===== config.mk =====
export PLATFORM = sky130hd
export DESIGN_NAME = dms_port_flat
export DESIGN_NICKNAME = d
export VERILOG_FILES = /design/src/verilog/dms_pkg.sv /design/src/verilog/dms_link_if.sv /design/src/verilog/dms_port.sv /design/src/flat_wrapper.sv
export SDC_FILE = /design/constraint.sdc
export NUM_CORES = 1
export LEC_CHECK = 0
export ABC_AREA = 1
export ABC_CLOCK_PERIOD_IN_PS = 4600
export BUFFER_PORTS_ARGS = -buffer_cell sky130_fd_sc_hd__buf_2
export CAP_MARGIN = 25
export CORE_ASPECT_RATIO = 1.4
export CORE_MARGIN = 3
export CORE_UTILIZATION = 30
export CTS_CLUSTER_DIAMETER = 150
export DETAILED_ROUTE_END_ITERATION = 10
export SLEW_MARGIN = 15
export SYNTH_ARGS = -nofsm -noshare
export SYNTH_HDL_FRONTEND = slang
export SYNTH_SLANG_ARGS = --single-unit

===== constraint.sdc =====
create_clock -name clk -period 4.6 [get_ports clk]
set_clock_uncertainty 0.2 [all_clocks]
set_input_delay 0.69 -clock clk [delete_from_list [all_inputs] [get_ports clk]]
set_output_delay 0.69 -clock clk [all_outputs]
set_load 0.02 [all_outputs]

===== src/verilog/dms_pkg.sv =====
package dms_pkg;
  // Register offsets
  localparam logic [4:0] OFS_RX_BUFFER = 5'h00;
  localparam logic [4:0] OFS_TX_BUFFER = 5'h04;
  localparam logic [4:0] OFS_RATE = 5'h08;
  localparam logic [4:0] OFS_STATUS = 5'h0c;
  localparam logic [4:0] OFS_COMMAND = 5'h10;
  localparam logic [4:0] OFS_MODEM_CMD = 5'h18;
  // Status bits
  localparam int ST_OVERRUN = 10;
  localparam int ST_FRAMING = 9;
  localparam int ST_PARITY = 8;
  localparam int ST_TX_EMPTY = 5;
  localparam int ST_RX_FULL = 4;
  localparam int ST_ERR_REQ = 3;
  localparam int ST_RXF_REQ = 2;
  localparam int ST_TXE_REQ = 1;
  localparam int ST_END_REQ = 0;
  // Command bits
  localparam int CM_RX_EN = 15;
  localparam int CM_TX_EN = 14;
  localparam int CM_GIE = 12;
  localparam int CM_ERR_IE = 11;
  localparam int CM_RXF_IE = 10;
  localparam int CM_TXE_IE = 9;
  localparam int CM_END_IE = 8;
  localparam int CM_SYNC = 6;
  localparam int CM_FLAG_MODE = 5;
  localparam int CM_FLAG_VAL = 4;
  localparam int CM_SEVEN = 3;
  localparam int CM_PAR_HI = 2;
  localparam int CM_PAR_LO = 1;
  localparam int CM_TWO_STOP = 0;
  localparam int MC_AUTO = 8;
  localparam int RATE_PRE_HI = 10;
  localparam int RATE_PRE_LO = 8;
  // Reset values
  localparam logic [15:0] CMD_RST = 16'h0000;
  localparam logic [10:0] RATE_RST = 11'h000;
  localparam logic TX_EMPTY_RST = 1'b1;
  // Tick counts inside one bit (x8 sync, x16 start-stop)
  localparam logic [3:0] LAST_TK_SYNC = 4'h7;
  localparam logic [3:0] LAST_TK_ASYNC = 4'hf;
  localparam logic [3:0] RISE_TK = 4'h3;
  localparam logic [3:0] START_MID_TK = 4'h7;
  localparam logic [1:0] PAR_NONE = 2'h0;

  typedef struct packed {
    logic seven;
    logic [1:0] par;
    logic fbm;
    logic fbv;
    logic two;
  } dms_cfg_s;

  typedef struct packed {
    logic [11:0] bits;
    logic [3:0] len;
  } dms_frame_s;

  typedef struct packed {
    logic [7:0] data;
    logic par_err;
    logic flag_bad;
    logic frm_err;
  } dms_rx_s;

  function automatic logic [5:0] prescale_n(input logic [2:0] code);
    unique case (code)
      3'h0: prescale_n = 6'd1;
      3'h1: prescale_n = 6'd2;
      3'h2: prescale_n = 6'd4;
      3'h3: prescale_n = 6'd8;
      3'h4: prescale_n = 6'd16;
      3'h5: prescale_n = 6'd32;
      default: prescale_n = 6'd62;
    endcase
  endfunction : prescale_n

  function automatic logic has_extra(input dms_cfg_s c);
    has_extra = c.fbm ? (c.par == PAR_NONE) : c.par[1];
  endfunction : has_extra

  // Index of the stop bit counted from the first data bit
  function automatic logic [3:0] stop_idx(input dms_cfg_s c);
    stop_idx = (c.seven ? 4'd7 : 4'd8) + {3'h0, has_extra(c)};
  endfunction : stop_idx

  function automatic logic extra_bit(input logic [7:0] dm, input dms_cfg_s c);
    extra_bit = c.fbm ? c.fbv : (^dm ^ c.par[0]);
  endfunction : extra_bit

  function automatic dms_frame_s build_frame(input logic [7:0] d, input dms_cfg_s c,
                                             input logic sync);
    dms_frame_s f;
    logic [11:0] b;
    logic [7:0] dm;
    logic [3:0] i;
    dm = c.seven ? {1'b0, d[6:0]} : d;
    b = 12'hfff;
    i = stop_idx(c);
    if (sync) begin
      b[7:0] = d;
      f.len = 4'h8;
    end else begin
      b[0] = 1'b0;
      b[8:1] = dm;
      if (c.seven) b[8] = 1'b1;
      if (has_extra(c)) b[i] = extra_bit(dm, c);
      f.len = i + 4'h1 + (c.two ? 4'h2 : 4'h1);
    end
    f.bits = b;
    return f;
  endfunction : build_frame

  function automatic dms_rx_s rx_eval(input logic [8:0] fb, input logic stop,
                                      input dms_cfg_s c);
    dms_rx_s r;
    logic xb;
    r.data = c.seven ? {1'b0, fb[6:0]} : fb[7:0];
    xb = c.seven ? fb[7] : fb[8];
    r.par_err = !c.fbm && c.par[1] && (xb != (^r.data ^ c.par[0]));
    r.flag_bad = c.fbm && (c.par == PAR_NONE) && (xb != c.fbv);
    r.frm_err = !stop;
    return r;
  endfunction : rx_eval
endpackage : dms_pkg


===== src/verilog/dms_link_if.sv =====
`timescale 1ns/1ns
interface dms_link_if;
  logic txd;
  logic rxd;
  logic sclk;
  logic cts;
  modport dev (output txd, output sclk, input rxd, input cts);
  modport peer (input txd, input sclk, output rxd, output cts);
endinterface : dms_link_if


===== src/verilog/dms_port.sv =====
// Notes on behaviour
// RULE_01: Sync mode bit shifts bytes on own clock
// RULE_02: Sync words are eight bits, no extra bit
// RULE_03: Bit rate from prescaler and adjust divider
// RULE_04: Transmit needs enable, and CTS if auto
// RULE_05: Sync data LSB first, changes on falling
// RULE_06: Empty rise raises gated empty request
// RULE_07: Software loads buffer then clears empty
// RULE_08: Sync transmit end stops clock, requests end
// RULE_09: Sync receive runs clock when enabled
// RULE_10: Sync receive samples rising, stores byte
// RULE_11: Receive full raises gated full request
// RULE_12: Dropping receive enable stores partial word
// RULE_13: Full buffer on arrival sets overrun
// RULE_14: Error flags raise gated error request
// RULE_15: Start bit, then seven or eight data
// RULE_16: Parity or flag bit after data
// RULE_17: One or two stop bits sent
// RULE_18: Last stop with empty buffer ends transmit
// RULE_19: Falling edge starts receive, start bit checked
// RULE_20: Receiver takes one stop bit only
// RULE_21: Wrong flag bit blocks buffer update
// RULE_22: Stop zero framing, mismatch parity error
// RULE_23: Prescaler code maps to divide factor
// RULE_24: Receive samples bit centre at x16
`timescale 1ns/1ns
module dms_port (
  input wire logic clk, // System clock
  input wire logic rst_n, // Async reset
  input wire logic [4:0] addr, // Register byte address
  input wire logic [15:0] wdata, // Write data
  input wire logic wr, // Write strobe
  input wire logic rd, // Read strobe
  output logic [15:0] rdata, // Read data, cycle after rd
  output logic irq, // Any request pending
  dms_link_if.dev link // Serial link
);
  typedef enum logic [1:0] {RX_IDLE, RX_START, RX_BITS} dms_rx_e;

  logic [15:0] cmd_r;
  logic [10:0] rate_r;
  logic auto_enable_r;
  logic [7:0] tx_buffer_r, rx_buffer_r;
  logic tx_buffer_empty_r, rx_buffer_full_r;
  logic overrun_flag_r, framing_error_flag_r, parity_error_flag_r;
  logic tx_empty_request_r, tx_end_request_r, rx_full_request_r, rx_error_request_r;
  logic [15:0] rdata_r;
  logic [5:0] pre_cnt_r;
  logic [7:0] adj_cnt_r;
  logic rxd_m_r, rxd_s_r, rxd_d_r, cts_m_r, cts_s_r;
  logic run_r, tx_has_r, rx_word_r, txd_r, sclk_r;
  logic [3:0] tk_r, bit_r, len_r;
  logic [10:0] tsh_r;
  logic [7:0] rsh_r;
  dms_rx_e ars_r;
  logic [3:0] atk_r, abit_r;
  logic [8:0] afr_r;

  dms_pkg::dms_cfg_s cfg;
  dms_pkg::dms_frame_s frame;
  dms_pkg::dms_rx_s arx;
  wire sync_mode_select = cmd_r[dms_pkg::CM_SYNC];
  wire global_irq_enable = cmd_r[dms_pkg::CM_GIE];
  assign cfg = '{seven: cmd_r[dms_pkg::CM_SEVEN],
                 par: cmd_r[dms_pkg::CM_PAR_HI:dms_pkg::CM_PAR_LO],
                 fbm: cmd_r[dms_pkg::CM_FLAG_MODE], fbv: cmd_r[dms_pkg::CM_FLAG_VAL],
                 two: cmd_r[dms_pkg::CM_TWO_STOP]};
  wire ie_txe = global_irq_enable & cmd_r[dms_pkg::CM_TXE_IE];
  wire ie_end = global_irq_enable & cmd_r[dms_pkg::CM_END_IE];
  wire ie_rxf = global_irq_enable & cmd_r[dms_pkg::CM_RXF_IE];
  wire ie_err = global_irq_enable & cmd_r[dms_pkg::CM_ERR_IE];

  // Register strobes
  wire wr_cmd = wr && addr == dms_pkg::OFS_COMMAND;
  wire wr_stat = wr && addr == dms_pkg::OFS_STATUS;
  wire clr_ovr = wr_stat & ~wdata[dms_pkg::ST_OVERRUN];
  wire clr_frm = wr_stat & ~wdata[dms_pkg::ST_FRAMING];
  wire clr_par = wr_stat & ~wdata[dms_pkg::ST_PARITY];
  // RULE_07 software marks buffer valid
  wire clr_txe = wr_stat & ~wdata[dms_pkg::ST_TX_EMPTY];
  wire clr_rxf = wr_stat & ~wdata[dms_pkg::ST_RX_FULL];
  wire clr_end = wr_stat & ~wdata[dms_pkg::ST_END_REQ];

  // RULE_03 divider n x (256 - P) per tick
  // RULE_23 prescaler code decode
  wire [5:0] pre_n = dms_pkg::prescale_n(rate_r[dms_pkg::RATE_PRE_HI:dms_pkg::RATE_PRE_LO]);
  wire pre_done = pre_cnt_r == pre_n - 6'd1;
  wire tick = pre_done && adj_cnt_r == 8'hff;

  // RULE_04 start gate with auto enable
  wire tx_go = cmd_r[dms_pkg::CM_TX_EN] & (~auto_enable_r | cts_s_r);
  wire tx_ready = tx_go & ~tx_buffer_empty_r;
  // RULE_09 receive needs auto enable off
  wire rx_on = cmd_r[dms_pkg::CM_RX_EN] & ~auto_enable_r;
  wire rx_stop = wr_cmd & ~wdata[dms_pkg::CM_RX_EN] & cmd_r[dms_pkg::CM_RX_EN];
  wire cont = tx_ready | (sync_mode_select & rx_on);
  wire [3:0] last_tk = sync_mode_select ? dms_pkg::LAST_TK_SYNC : dms_pkg::LAST_TK_ASYNC;
  wire bit_end = run_r & tick & (tk_r == last_tk);
  wire frame_end = bit_end & (bit_r == len_r - 4'h1);
  // Idle start waits for a tick, else the first bit comes out short
  wire load = ((~run_r & tick) | frame_end) & cont;
  // RULE_10 sampling at rising edge
  wire sync_rise = run_r & tick & sync_mode_select & (tk_r == dms_pkg::RISE_TK);
  // RULE_02 sync frame ignores format fields
  assign frame = dms_pkg::build_frame(tx_ready ? tx_buffer_r : 8'hff, cfg, sync_mode_select);
  // RULE_18 end only with buffer empty
  wire end_ev = frame_end & tx_has_r & tx_buffer_empty_r;

  // Start-stop receiver
  wire rx_fall = rxd_d_r & ~rxd_s_r;
  wire [3:0] rx_stop_idx = dms_pkg::stop_idx(cfg);
  // RULE_20 single stop bit sampled
  wire a_done = ars_r == RX_BITS && tick && atk_r == dms_pkg::LAST_TK_ASYNC
                && abit_r == rx_stop_idx;
  assign arx = dms_pkg::rx_eval(afr_r, rxd_s_r, cfg);

  // Delivery into the receive buffer
  // RULE_12 partial word on receive disable
  wire partial = rx_stop & run_r & rx_word_r & ~frame_end;
  wire deliv = a_done | (frame_end & rx_word_r) | partial;
  // RULE_21 flag mismatch blocks store
  wire blocked = a_done & arx.flag_bad;
  wire store = deliv & ~blocked & ~rx_buffer_full_r;
  // RULE_13 overrun keeps buffer
  wire ovr_ev = deliv & ~blocked & rx_buffer_full_r;
  wire [7:0] deliv_d = a_done ? arx.data : rsh_r;

  wire [15:0] status = {5'h00, overrun_flag_r, framing_error_flag_r, parity_error_flag_r,
                        2'h0, tx_buffer_empty_r, rx_buffer_full_r, rx_error_request_r,
                        rx_full_request_r, tx_empty_request_r, tx_end_request_r};
  wire [15:0] rd_mux =
    addr == dms_pkg::OFS_RX_BUFFER ? {8'h00, rx_buffer_r} :
    addr == dms_pkg::OFS_TX_BUFFER ? {8'h00, tx_buffer_r} :
    addr == dms_pkg::OFS_RATE ? {5'h00, rate_r} :
    addr == dms_pkg::OFS_STATUS ? status :
    addr == dms_pkg::OFS_COMMAND ? (cmd_r & 16'hdf7f) :
    addr == dms_pkg::OFS_MODEM_CMD ? {7'h00, auto_enable_r, 8'h00} : 16'h0000;

  assign rdata = rdata_r;
  assign irq = tx_empty_request_r | tx_end_request_r | rx_full_request_r | rx_error_request_r;
  assign link.txd = txd_r;
  assign link.sclk = sclk_r;

  always_ff @(posedge clk or negedge rst_n) begin
    if (!rst_n) begin
      cmd_r <= dms_pkg::CMD_RST;
      rate_r <= dms_pkg::RATE_RST;
      auto_enable_r <= 1'b0;
      tx_buffer_r <= 8'h00;
      rdata_r <= 16'h0000;
    end else begin
      if (wr_cmd) cmd_r <= wdata;
      if (wr && addr == dms_pkg::OFS_RATE) rate_r <= wdata[10:0];
      if (wr && addr == dms_pkg::OFS_MODEM_CMD) auto_enable_r <= wdata[dms_pkg::MC_AUTO];
      if (wr && addr == dms_pkg::OFS_TX_BUFFER) tx_buffer_r <= wdata[7:0];
      rdata_r <= rd ? rd_mux : 16'h0000;
    end
  end

  // Flags: hardware set wins over software clear
  always_ff @(posedge clk or negedge rst_n) begin
    if (!rst_n) begin
      tx_buffer_empty_r <= dms_pkg::TX_EMPTY_RST;
      rx_buffer_full_r <= 1'b0;
      overrun_flag_r <= 1'b0;
      framing_error_flag_r <= 1'b0;
      parity_error_flag_r <= 1'b0;
      rx_buffer_r <= 8'h00;
    end else begin
      tx_buffer_empty_r <= (load & tx_ready) | (tx_buffer_empty_r & ~clr_txe);
      // RULE_11 buffer full on store
      rx_buffer_full_r <= store | (rx_buffer_full_r & ~clr_rxf);
      if (store) rx_buffer_r <= deliv_d;
      overrun_flag_r <= ovr_ev | (overrun_flag_r & ~clr_ovr);
      // RULE_22 framing and parity checks
      framing_error_flag_r <= (a_done & arx.frm_err) | (framing_error_flag_r & ~clr_frm);
      parity_error_flag_r <= (a_done & arx.par_err) | (parity_error_flag_r & ~clr_par);
    end
  end

  // Requests clear when their enable or the global enable is off
  always_ff @(posedge clk or negedge rst_n) begin
    if (!rst_n) begin
      tx_empty_request_r <= 1'b0;
      tx_end_request_r <= 1'b0;
      rx_full_request_r <= 1'b0;
      rx_error_request_r <= 1'b0;
    end else begin
      // RULE_06 empty rise request
      tx_empty_request_r <= ie_txe & ((load & tx_ready) | (tx_empty_request_r & ~clr_txe));
      // RULE_08 end request, sync or start-stop
      tx_end_request_r <= ie_end & (end_ev | (tx_end_request_r & ~clr_end));
      rx_full_request_r <= ie_rxf & (store | (rx_full_request_r & ~clr_rxf));
      // RULE_14 error request level
      rx_error_request_r <= ie_err & (overrun_flag_r | framing_error_flag_r | parity_error_flag_r);
    end
  end

  always_ff @(posedge clk or negedge rst_n) begin
    if (!rst_n) begin
      pre_cnt_r <= 6'h00;
      adj_cnt_r <= 8'h00;
      {rxd_m_r, rxd_s_r, rxd_d_r, cts_m_r, cts_s_r} <= 5'h1f;
    end else begin
      pre_cnt_r <= pre_done ? 6'h00 : pre_cnt_r + 6'h01;
      if (pre_done) adj_cnt_r <= (adj_cnt_r == 8'hff) ? rate_r[7:0] : adj_cnt_r + 8'h01;
      {rxd_m_r, rxd_s_r, rxd_d_r} <= {link.rxd, rxd_m_r, rxd_s_r};
      {cts_m_r, cts_s_r} <= {link.cts, cts_m_r};
    end
  end

  // Frame engine: transmit in both modes, sync receive clock
  always_ff @(posedge clk or negedge rst_n) begin
    if (!rst_n) begin
      run_r <= 1'b0;
      tx_has_r <= 1'b0;
      rx_word_r <= 1'b0;
      txd_r <= 1'b1;
      sclk_r <= 1'b1;
      tk_r <= 4'h0;
      bit_r <= 4'h0;
      len_r <= 4'h0;
      tsh_r <= 11'h7ff;
      rsh_r <= 8'h00;
    end else if (load) begin
      // RULE_01 sync word with own clock
      // RULE_15 start bit first, LSB first
      // RULE_16 extra bit from frame builder
      // RULE_17 stop count in frame length
      run_r <= 1'b1;
      tx_has_r <= tx_ready;
      rx_word_r <= sync_mode_select & rx_on;
      txd_r <= frame.bits[0];
      tsh_r <= frame.bits[11:1];
      len_r <= frame.len;
      sclk_r <= ~sync_mode_select;
      tk_r <= 4'h0;
      bit_r <= 4'h0;
      rsh_r <= 8'h00;
    end else if (frame_end) begin
      run_r <= 1'b0;
      tx_has_r <= 1'b0;
      rx_word_r <= 1'b0;
      txd_r <= 1'b1;
      sclk_r <= 1'b1;
      tk_r <= 4'h0;
    end else begin
      if (partial) rx_word_r <= 1'b0;
      if (bit_end) begin
        // RULE_05 data changes with falling clock
        tk_r <= 4'h0;
        bit_r <= bit_r + 4'h1;
        txd_r <= tsh_r[0];
        tsh_r <= {1'b1, tsh_r[10:1]};
        if (sync_mode_select) sclk_r <= 1'b0;
      end else if (run_r && tick) begin
        tk_r <= tk_r + 4'h1;
        if (sync_rise) sclk_r <= 1'b1;
      end
      if (sync_rise && rx_word_r) rsh_r[bit_r[2:0]] <= rxd_s_r;
    end
  end

  // Start-stop receiver
  always_ff @(posedge clk or negedge rst_n) begin
    if (!rst_n) begin
      ars_r <= RX_IDLE;
      atk_r <= 4'h0;
      abit_r <= 4'h0;
      afr_r <= 9'h000;
    end else if (!rx_on || sync_mode_select) begin
      ars_r <= RX_IDLE;
    end else begin
      unique case (ars_r)
        RX_IDLE: if (rx_fall) begin
          ars_r <= RX_START;
          atk_r <= 4'h0;
        end
        RX_START: if (tick) begin
          // RULE_24 centre of start bit
          if (atk_r == dms_pkg::START_MID_TK) begin
            // RULE_19 high start bit abandoned
            ars_r <= rxd_s_r ? RX_IDLE : RX_BITS;
            atk_r <= 4'h0;
            abit_r <= 4'h0;
          end else atk_r <= atk_r + 4'h1;
        end
        RX_BITS: if (tick) begin
          if (atk_r == dms_pkg::LAST_TK_ASYNC) begin
            atk_r <= 4'h0;
            abit_r <= abit_r + 4'h1;
            if (a_done) ars_r <= RX_IDLE;
            else afr_r[abit_r] <= rxd_s_r;
          end else atk_r <= atk_r + 4'h1;
        end
      endcase
    end
  end
endmodule : dms_port


===== src/flat_wrapper.sv =====
// flat-port wrapper written by rule: the top's interface ports become plain ports
module dms_port_flat 
  (clk, rst_n, addr, wdata, wr, rd, rdata, irq, link_txd, link_sclk, link_rxd, link_cts);
  dms_link_if link_i ();
  input wire logic clk;
  input wire logic rst_n;
  input wire logic [4:0] addr;
  input wire logic [15:0] wdata;
  input wire logic wr;
  input wire logic rd;
  output logic [15:0] rdata;
  output logic irq;
  output wire logic [$bits(link_i.txd)-1:0] link_txd;
  output wire logic [$bits(link_i.sclk)-1:0] link_sclk;
  input wire logic [$bits(link_i.rxd)-1:0] link_rxd;
  input wire logic [$bits(link_i.cts)-1:0] link_cts;
  assign link_txd = link_i.txd;
  assign link_sclk = link_i.sclk;
  assign link_i.rxd = link_rxd;
  assign link_i.cts = link_cts;
  dms_port u_core (.clk(clk), .rst_n(rst_n), .addr(addr), .wdata(wdata), .wr(wr), .rd(rd), .rdata(rdata), .irq(irq), .link(link_i));
endmodule

Yosys cells after proc, flatten, opt, wreduce, memory -nomap -nowiden --
Cells that the tools add are included.
Operators by class: add/sub/neg operators 11, $mul 0, div/mod/pow operators 0, magnitude comparators 6, eq/ne operators 35, shift operators 0, muxes and demuxes 83, bitwise gates (word level) 92, reductions and logical operators 43
Operators by type and width (count):
- 16-bit two-way mux | 6
- 4-bit two-way mux | 20
- 8-bit two-way mux | 9
- 1-bit bitwise AND | 49
- 6-bit one-hot mux with 6 select lines | 1
- 11-bit two-way mux | 3
- 1-bit two-way mux | 23
- 1-bit inverter | 23
- 4-bit by 1-bit adder with 4-bit output (second input constant) | 5
- 1-bit logical AND | 18
- 2-bit two-way mux | 9
- 1-bit bitwise OR | 18
- 8-bit XOR reduction | 2
- 12-bit bitwise mux | 1
- 4-bit equality test | 3
- 12-bit two-way mux | 1
- 4-bit one-hot mux with 3 select lines | 1
- 6-bit AND reduction | 2
- 5-bit by 4-bit equality test with 1-bit output (second input constant) | 2
- 5-bit equality test (second input constant) | 2
- 4-bit by 5-bit < comparator with 1-bit output (second input constant) | 2
- 9-bit bitwise mux | 1
- 9-bit two-way mux | 1
- 3-bit by 1-bit inequality test with 1-bit output (second input constant) | 3
- 45 further kinds | 65
Word-level totals: register bits after elaboration 143, bits in latches 0, RAM bits 0, bits in read-only memories 0, input bits 27, output and inout port bits 19, memories kept 0

Longest topological paths before layout --
word-level depth 15, mapped depth 22

Worst setup path after synthesis --
OpenSTA, ideal clock, no wires.
kind register -> register, start register u_core.rate_r[10], end register u_core.bit_r[0], data arrival time 2.436 ns, required time 4.270 ns, slack 1.834 ns, cell stages (with the launch flop) 22, path buffers 2, cell sequence dfrtp_1 -> inv_2 -> nand2_1 -> o21ai_0 -> inv_1 -> ha_1 -> nand2_1 -> inv_1 -> nor2_1 -> nand2_1 -> nor2_1 -> nand2_1 -> nor2_1 -> nand4_4 -> nor2_4 -> nand2_4 -> nand2_4 -> nand2_2 -> buf_6 -> buf_2 -> nand3_1 -> o21ai_1
Between the ends: word-level cells in the longest chain between the ends 12, elaborated cells between the ends (all ways) 20, those cells by class add/sub: 1; eq/ne: 7; mux: 2; bitwise: 6; reduce/logical: 4
RTL lines:
- start: declaration | line dms_port.sv:41 | logic [10:0] rate_r;
- start signal: assignment | line dms_port.sv:147 | rate_r <= dms_pkg::RATE_RST;
- start signal: assignment | line dms_port.sv:153 | if (wr && addr == dms_pkg::OFS_RATE) rate_r <= wdata[10:0];
- 3-bit equality test (tied with other cells) | line dms_pkg.sv:69 | unique case (code)
- 6-bit one-hot mux with 6 select lines * | line dms_pkg.sv:69
- 6-bit by 1-bit subtractor with 6-bit output * | line dms_port.sv:87 | wire pre_done = pre_cnt_r == pre_n - 6'd1;
- 6-bit equality test * | line dms_port.sv:87
- 1-bit logical AND * | line dms_port.sv:88 | wire tick = pre_done && adj_cnt_r == 8'hff;
- 1-bit bitwise AND (2 in a row) | line dms_port.sv:98 | wire bit_end = run_r & tick & (tk_r == last_tk);
- 1-bit bitwise AND | line dms_port.sv:99 | wire frame_end = bit_end & (bit_r == len_r - 4'h1);
- 1-bit bitwise OR | line dms_port.sv:101 | wire load = ((~run_r & tick) | frame_end) & cont;
- 1-bit bitwise AND | line dms_port.sv:101
- 2-bit inequality test (no line) / 2-bit nonzero test (equally long branches)
- 2-bit AND reduction (no line)
- end signal: assignment | line dms_port.sv:252 | bit_r <= bit_r + 4'h1;
- end: declaration | line dms_port.sv:52 | logic [3:0] tk_r, bit_r, len_r;
Every way passes the cells marked *; elsewhere a longest branch is shown, timed or not. A chain may end at the register's enable or synchronous reset.

Worst setup path in the final report --
start register u_core.rate_r[10], end register u_core.rsh_r[4]
Between the ends: word-level cells in the longest chain between the ends 12, elaborated cells between the ends (all ways) 23, those cells by class add/sub: 1; eq/ne: 7; mux: 2; bitwise: 8; reduce/logical: 5
RTL lines:
- 3-bit equality test (tied with other cells) | line dms_pkg.sv:69
- 6-bit one-hot mux with 6 select lines * | line dms_pkg.sv:69
- 6-bit by 1-bit subtractor with 6-bit output * | line dms_port.sv:87
- 6-bit equality test * | line dms_port.sv:87
- 1-bit logical AND * | line dms_port.sv:88
- 1-bit bitwise AND | line dms_port.sv:98, dms_port.sv:103
- 1-bit bitwise AND | line dms_port.sv:98
- 1-bit bitwise AND | line dms_port.sv:99
- 1-bit bitwise OR | line dms_port.sv:101
- 1-bit bitwise AND | line dms_port.sv:101
- 2-bit inequality test (no line) / 2-bit nonzero test (equally long branches)
- 2-bit AND reduction (no line)
- end signal: indexed assignment | line dms_port.sv:260 | if (sync_rise && rx_word_r) rsh_r[bit_r[2:0]] <= rxd_s_r;
- end: declaration | line dms_port.sv:54 | logic [7:0] rsh_r;
Marked as above.

==> results.json <==
{
  "dieHeight_um": 197.3,
  "dr.first_iter.drc_count": 319,
  "placed_cell_area_um2": 8389,
  "critPathLaunchType": "flop",
  "hp-class": "input pin to flop",
  "tightest_slew_ns": 0.7420,
  "synthCells": 1008,
  "fillCellCount": 2673,
  "fin_crit_ns": 3.628,
  "synth.avg_cell_area_um2": 7.779,
  "synth.top_cell.area_share_pct": 38.61,
  "hold_violations": 0,
  "cp-end-kind": "flop",
  "io_buffers": 43,
  "slew_violations": 0,
  "rsz0062_at_grt": "false",
  "die-area_um2": 28140,
  "core_um2": 25550,
  "final_nets": 1104,
  "antenna_found_initial": 0,
  "num_rows": 69,
  "seq_area_frac_synth_pct": 44.98,
  "finalSetupViolCount": 0,
  "drc": 0,
  "grt_max_degree": 103,
  "ant_nets": 0,
  "grt_pass1_vias": 6523,
  "final_cell_area_um2": 8985,
  "routedWlPerCell_um": 14.90,
  "vias": 6673,
  "status": "complete, no violations",
  "critical_path_arrival_ns": 3.75,
  "track_usage_pct": 15.30,
  "crit_type": "flop to flop",
  "yosysMostFrequentCell": "nand2_1",
  "clkSinkCount": 140,
  "diodes": 0,
  "vdd_drop_max_mv": 0.2587,
  "ys_types": 52,
  "grt_pass1_wl_mm": 34.20,
  "max_slew_margin_pct": 50.53,
  "clkLatencyLatePin_ns": 0.43,
  "ys_warn_count": 0,
  "io_pins": 46,
  "cts_resized": 0,
  "fin_tns_setup_ns": 0,
  "htreeDepth": 4,
  "clockRootBuffer": "clkbuf_16",
  "synth_common_cells": "nand2_1, inv_1, dfrtp_1",
  "dp_hpwl_mm": 15.66,
  "clkSlewWorstSetupHoldPaths_ns": 0.07,
  "async_flop_share_pct": 100.0,
  "initial_utilization_pct": 30.68,
  "r2r_slack_ns": 0.97,
  "tritoncts": "done",
  "max_cap_viol_count": 0,
  "numCtsBuffers": 17,
  "fin_crit_sh_pct": 78.87,
  "worstPathRequired_ns": 4.73,
  "overflow": 0,
  "vias_per_cell": 4.811,
  "dr_wl_met3_um": 675,
  "wl_met1_mm": 8.571,
  "synth.net_count": 1057,
  "synth.area.top_cells": "dfrtp_1, nand2_1, o21ai_0",
  "leakagePower_uw": 0.004419,
  "wl_met2_mm": 10.73,
  "yosys.area.top_type": "dfrtp_1",
  "clk_path_buf_depth": 2,
  "critical_path_peak_fanout": 22,
  "synth_seq_cells": 140,
  "fmax_mhz": 275.6,
  "synth_edf_count": 0,
  "drive_gt1_share_pct": 13.01,
  "synthFlopType": "dfrtp_1",
  "areaGrowthSynthToFinish_pct": 14.58,
  "cellPowerDensity_nw_per_um2": 398.6,
  "finalWirelength_mm": 20.66,
  "top_layer": "met4",
  "netlist_area_um2": 7841,
  "detail_route.first_pass.iterations": 5,
  "place_congestion": 0.8784,
  "dieWidth_um": 142.6
}
[kinds of logic (layout without fill, tap and decap cells)]
| kind of cell | Yosys count | in the layout | synth area share [%] |
|---|---|---|---|
| AO/OA/AOI/OAI | 183 | 183 | 13.24 |
| buffers and inverters | 166 | 226 | 8.425 |
| XOR/XNOR | 29 | 29 | 3.239 |
| flip-flops | 140 | 140 | 44.98 |
| adder cells (fa/ha/maj) | 22 | 22 | 3.606 |
| other | 1 | 1 | 0.04782 |
| multiplexers | 3 | 3 | 0.3989 |
| AND/OR/NAND/NOR | 464 | 464 | 26.06 |
[sequential cells by signal (all words and copies together), names as in the netlist, 2 cells and up]
signal / flops
u_core.adj_cnt_r: 8
u_core.ars_r: 2
u_core.pre_cnt_r: 6
u_core.rx_buffer_r: 8
u_core.tsh_r: 11
u_core.afr_r: 9
u_core.bit_r: 4
u_core.tk_r: 4
u_core.rsh_r: 8
u_core.rdata: 15
u_core.rate_r: 11
u_core.len_r: 4
u_core.abit_r: 4
u_core.atk_r: 4
u_core.tx_buffer_r: 8
u_core.cmd_r: 14
[layer usage]
layer,global-route usage [%],vias to the layer above
li1,-,3367
met1,17.95,3132
met2,27.18,138
met3,2.446,36
met4,6.904,0
met5,0,-
[report_power, final]
group          internal, µW  total (µW)  leakage [µW]  switching, µW
Sequential             1360        1520       0.00181            160
Clock                   707        1310      0.000265            600
Combinational           263         752       0.00235            489
[worst max-delay path, stage by stage, from the launching register on]
cell and delay (ns):
dfrtp_1 0.49, inv_2 0.12, nand2_1 0.08, o21ai_0 0.16
inv_1 0.06, ha_1 0.29, nand2_1 0.07, inv_1 0.04
nor2_1 0.07, nand2_1 0.06, nor2_1 0.12, nand3_1 0.10
nor2_2 0.12, nand2_2 0.17, inv_2 0.22, nand2_4 0.10
nand2_4 0.08, nand2_2 0.28, o21ai_2 0.34, o21ai_0 0.18
nand2_1 0.10, nand2_1 0.05
[cell usage in the layout (no fill, tap or decap), types with 2 or more instances in the layout]
master	n
o22ai_1	4
nand2_4	3
o21ai_0	112
a21oi_4	2
nor3_1	15
inv_8	2
nor3_4	2
clkinv_4	5
nor2_2	4
xnor2_1	11
buf_4	6
inv_6	6
xor2_1	18
mux2i_1	2
o221ai_1	2
inv_1	137
nand3_1	67
clkinvlp_4	3
o21ai_2	9
nand2_2	5
o21ai_1	5
ha_1	21
dfrtp_1	121
buf_2	42
nand3_2	2
clkbuf_16	17
nor2_1	70
nand4_1	25
nand2_1	263
a31oi_1	7
a21oi_1	30
dfstp_2	19
o211ai_1	5
inv_2	3
[what timing repair did]
action                    in CTS  in global routing
buffers inserted               0                  0
hold buffers                   0                  1
hold endpoints to repair       0                 21
[through the flow]
step / power (µW) / std cells / utilization, % / hold slack, ns / setup slack [ns]
2_1_floorplan: 2050 / 1008 / - / 0.1452 / 1.834
3_3_place_gp: 2280 / 1353 / 32.83 / 0.1476 / 0.9692
3_5_place_dp: 2294 / 1353 / 32.83 / 0.1481 / 0.9408
4_1_cts: 3616 / 1385 / 35.01 / 0.1333 / 0.9279
5_1_grt: 3814 / 1387 / 35.16 / 0.1430 / 0.4887
6_report: 3582 / 1387 / 35.16 / 0.1492 / 0.9722
[path summary, 6_finish.rpt]
path / from / endpoint / cells after the start
setup / recovery: u_core.rate_r[10] / u_core.rsh_r[4] / 21
hold / removal: link_cts / u_core.cts_m_r / 1
setup reg to reg: u_core.rate_r[10] / u_core.rsh_r[4] / 21
hold reg to reg: u_core.cts_m_r / u_core.cts_s_r / 0
max in group asynchronous: rst_n / u_core.tsh_r[4] / 3
min in group asynchronous: rst_n / u_core.atk_r[2] / 2
[cell type report]
cell class	count	area, µm²	share of cell area, %
flip-flops and latches	140	3527	39.26
clock inverters	15	132.6	1.476
clock buffers	17	425.4	4.735
inverters	143	543.0	6.044
multi-input cells	702	3654	40.66
repair buffers	51	304.0	3.384
well taps	319	399.1	4.442
No activity file was read; power rests on OpenSTA's default activity.
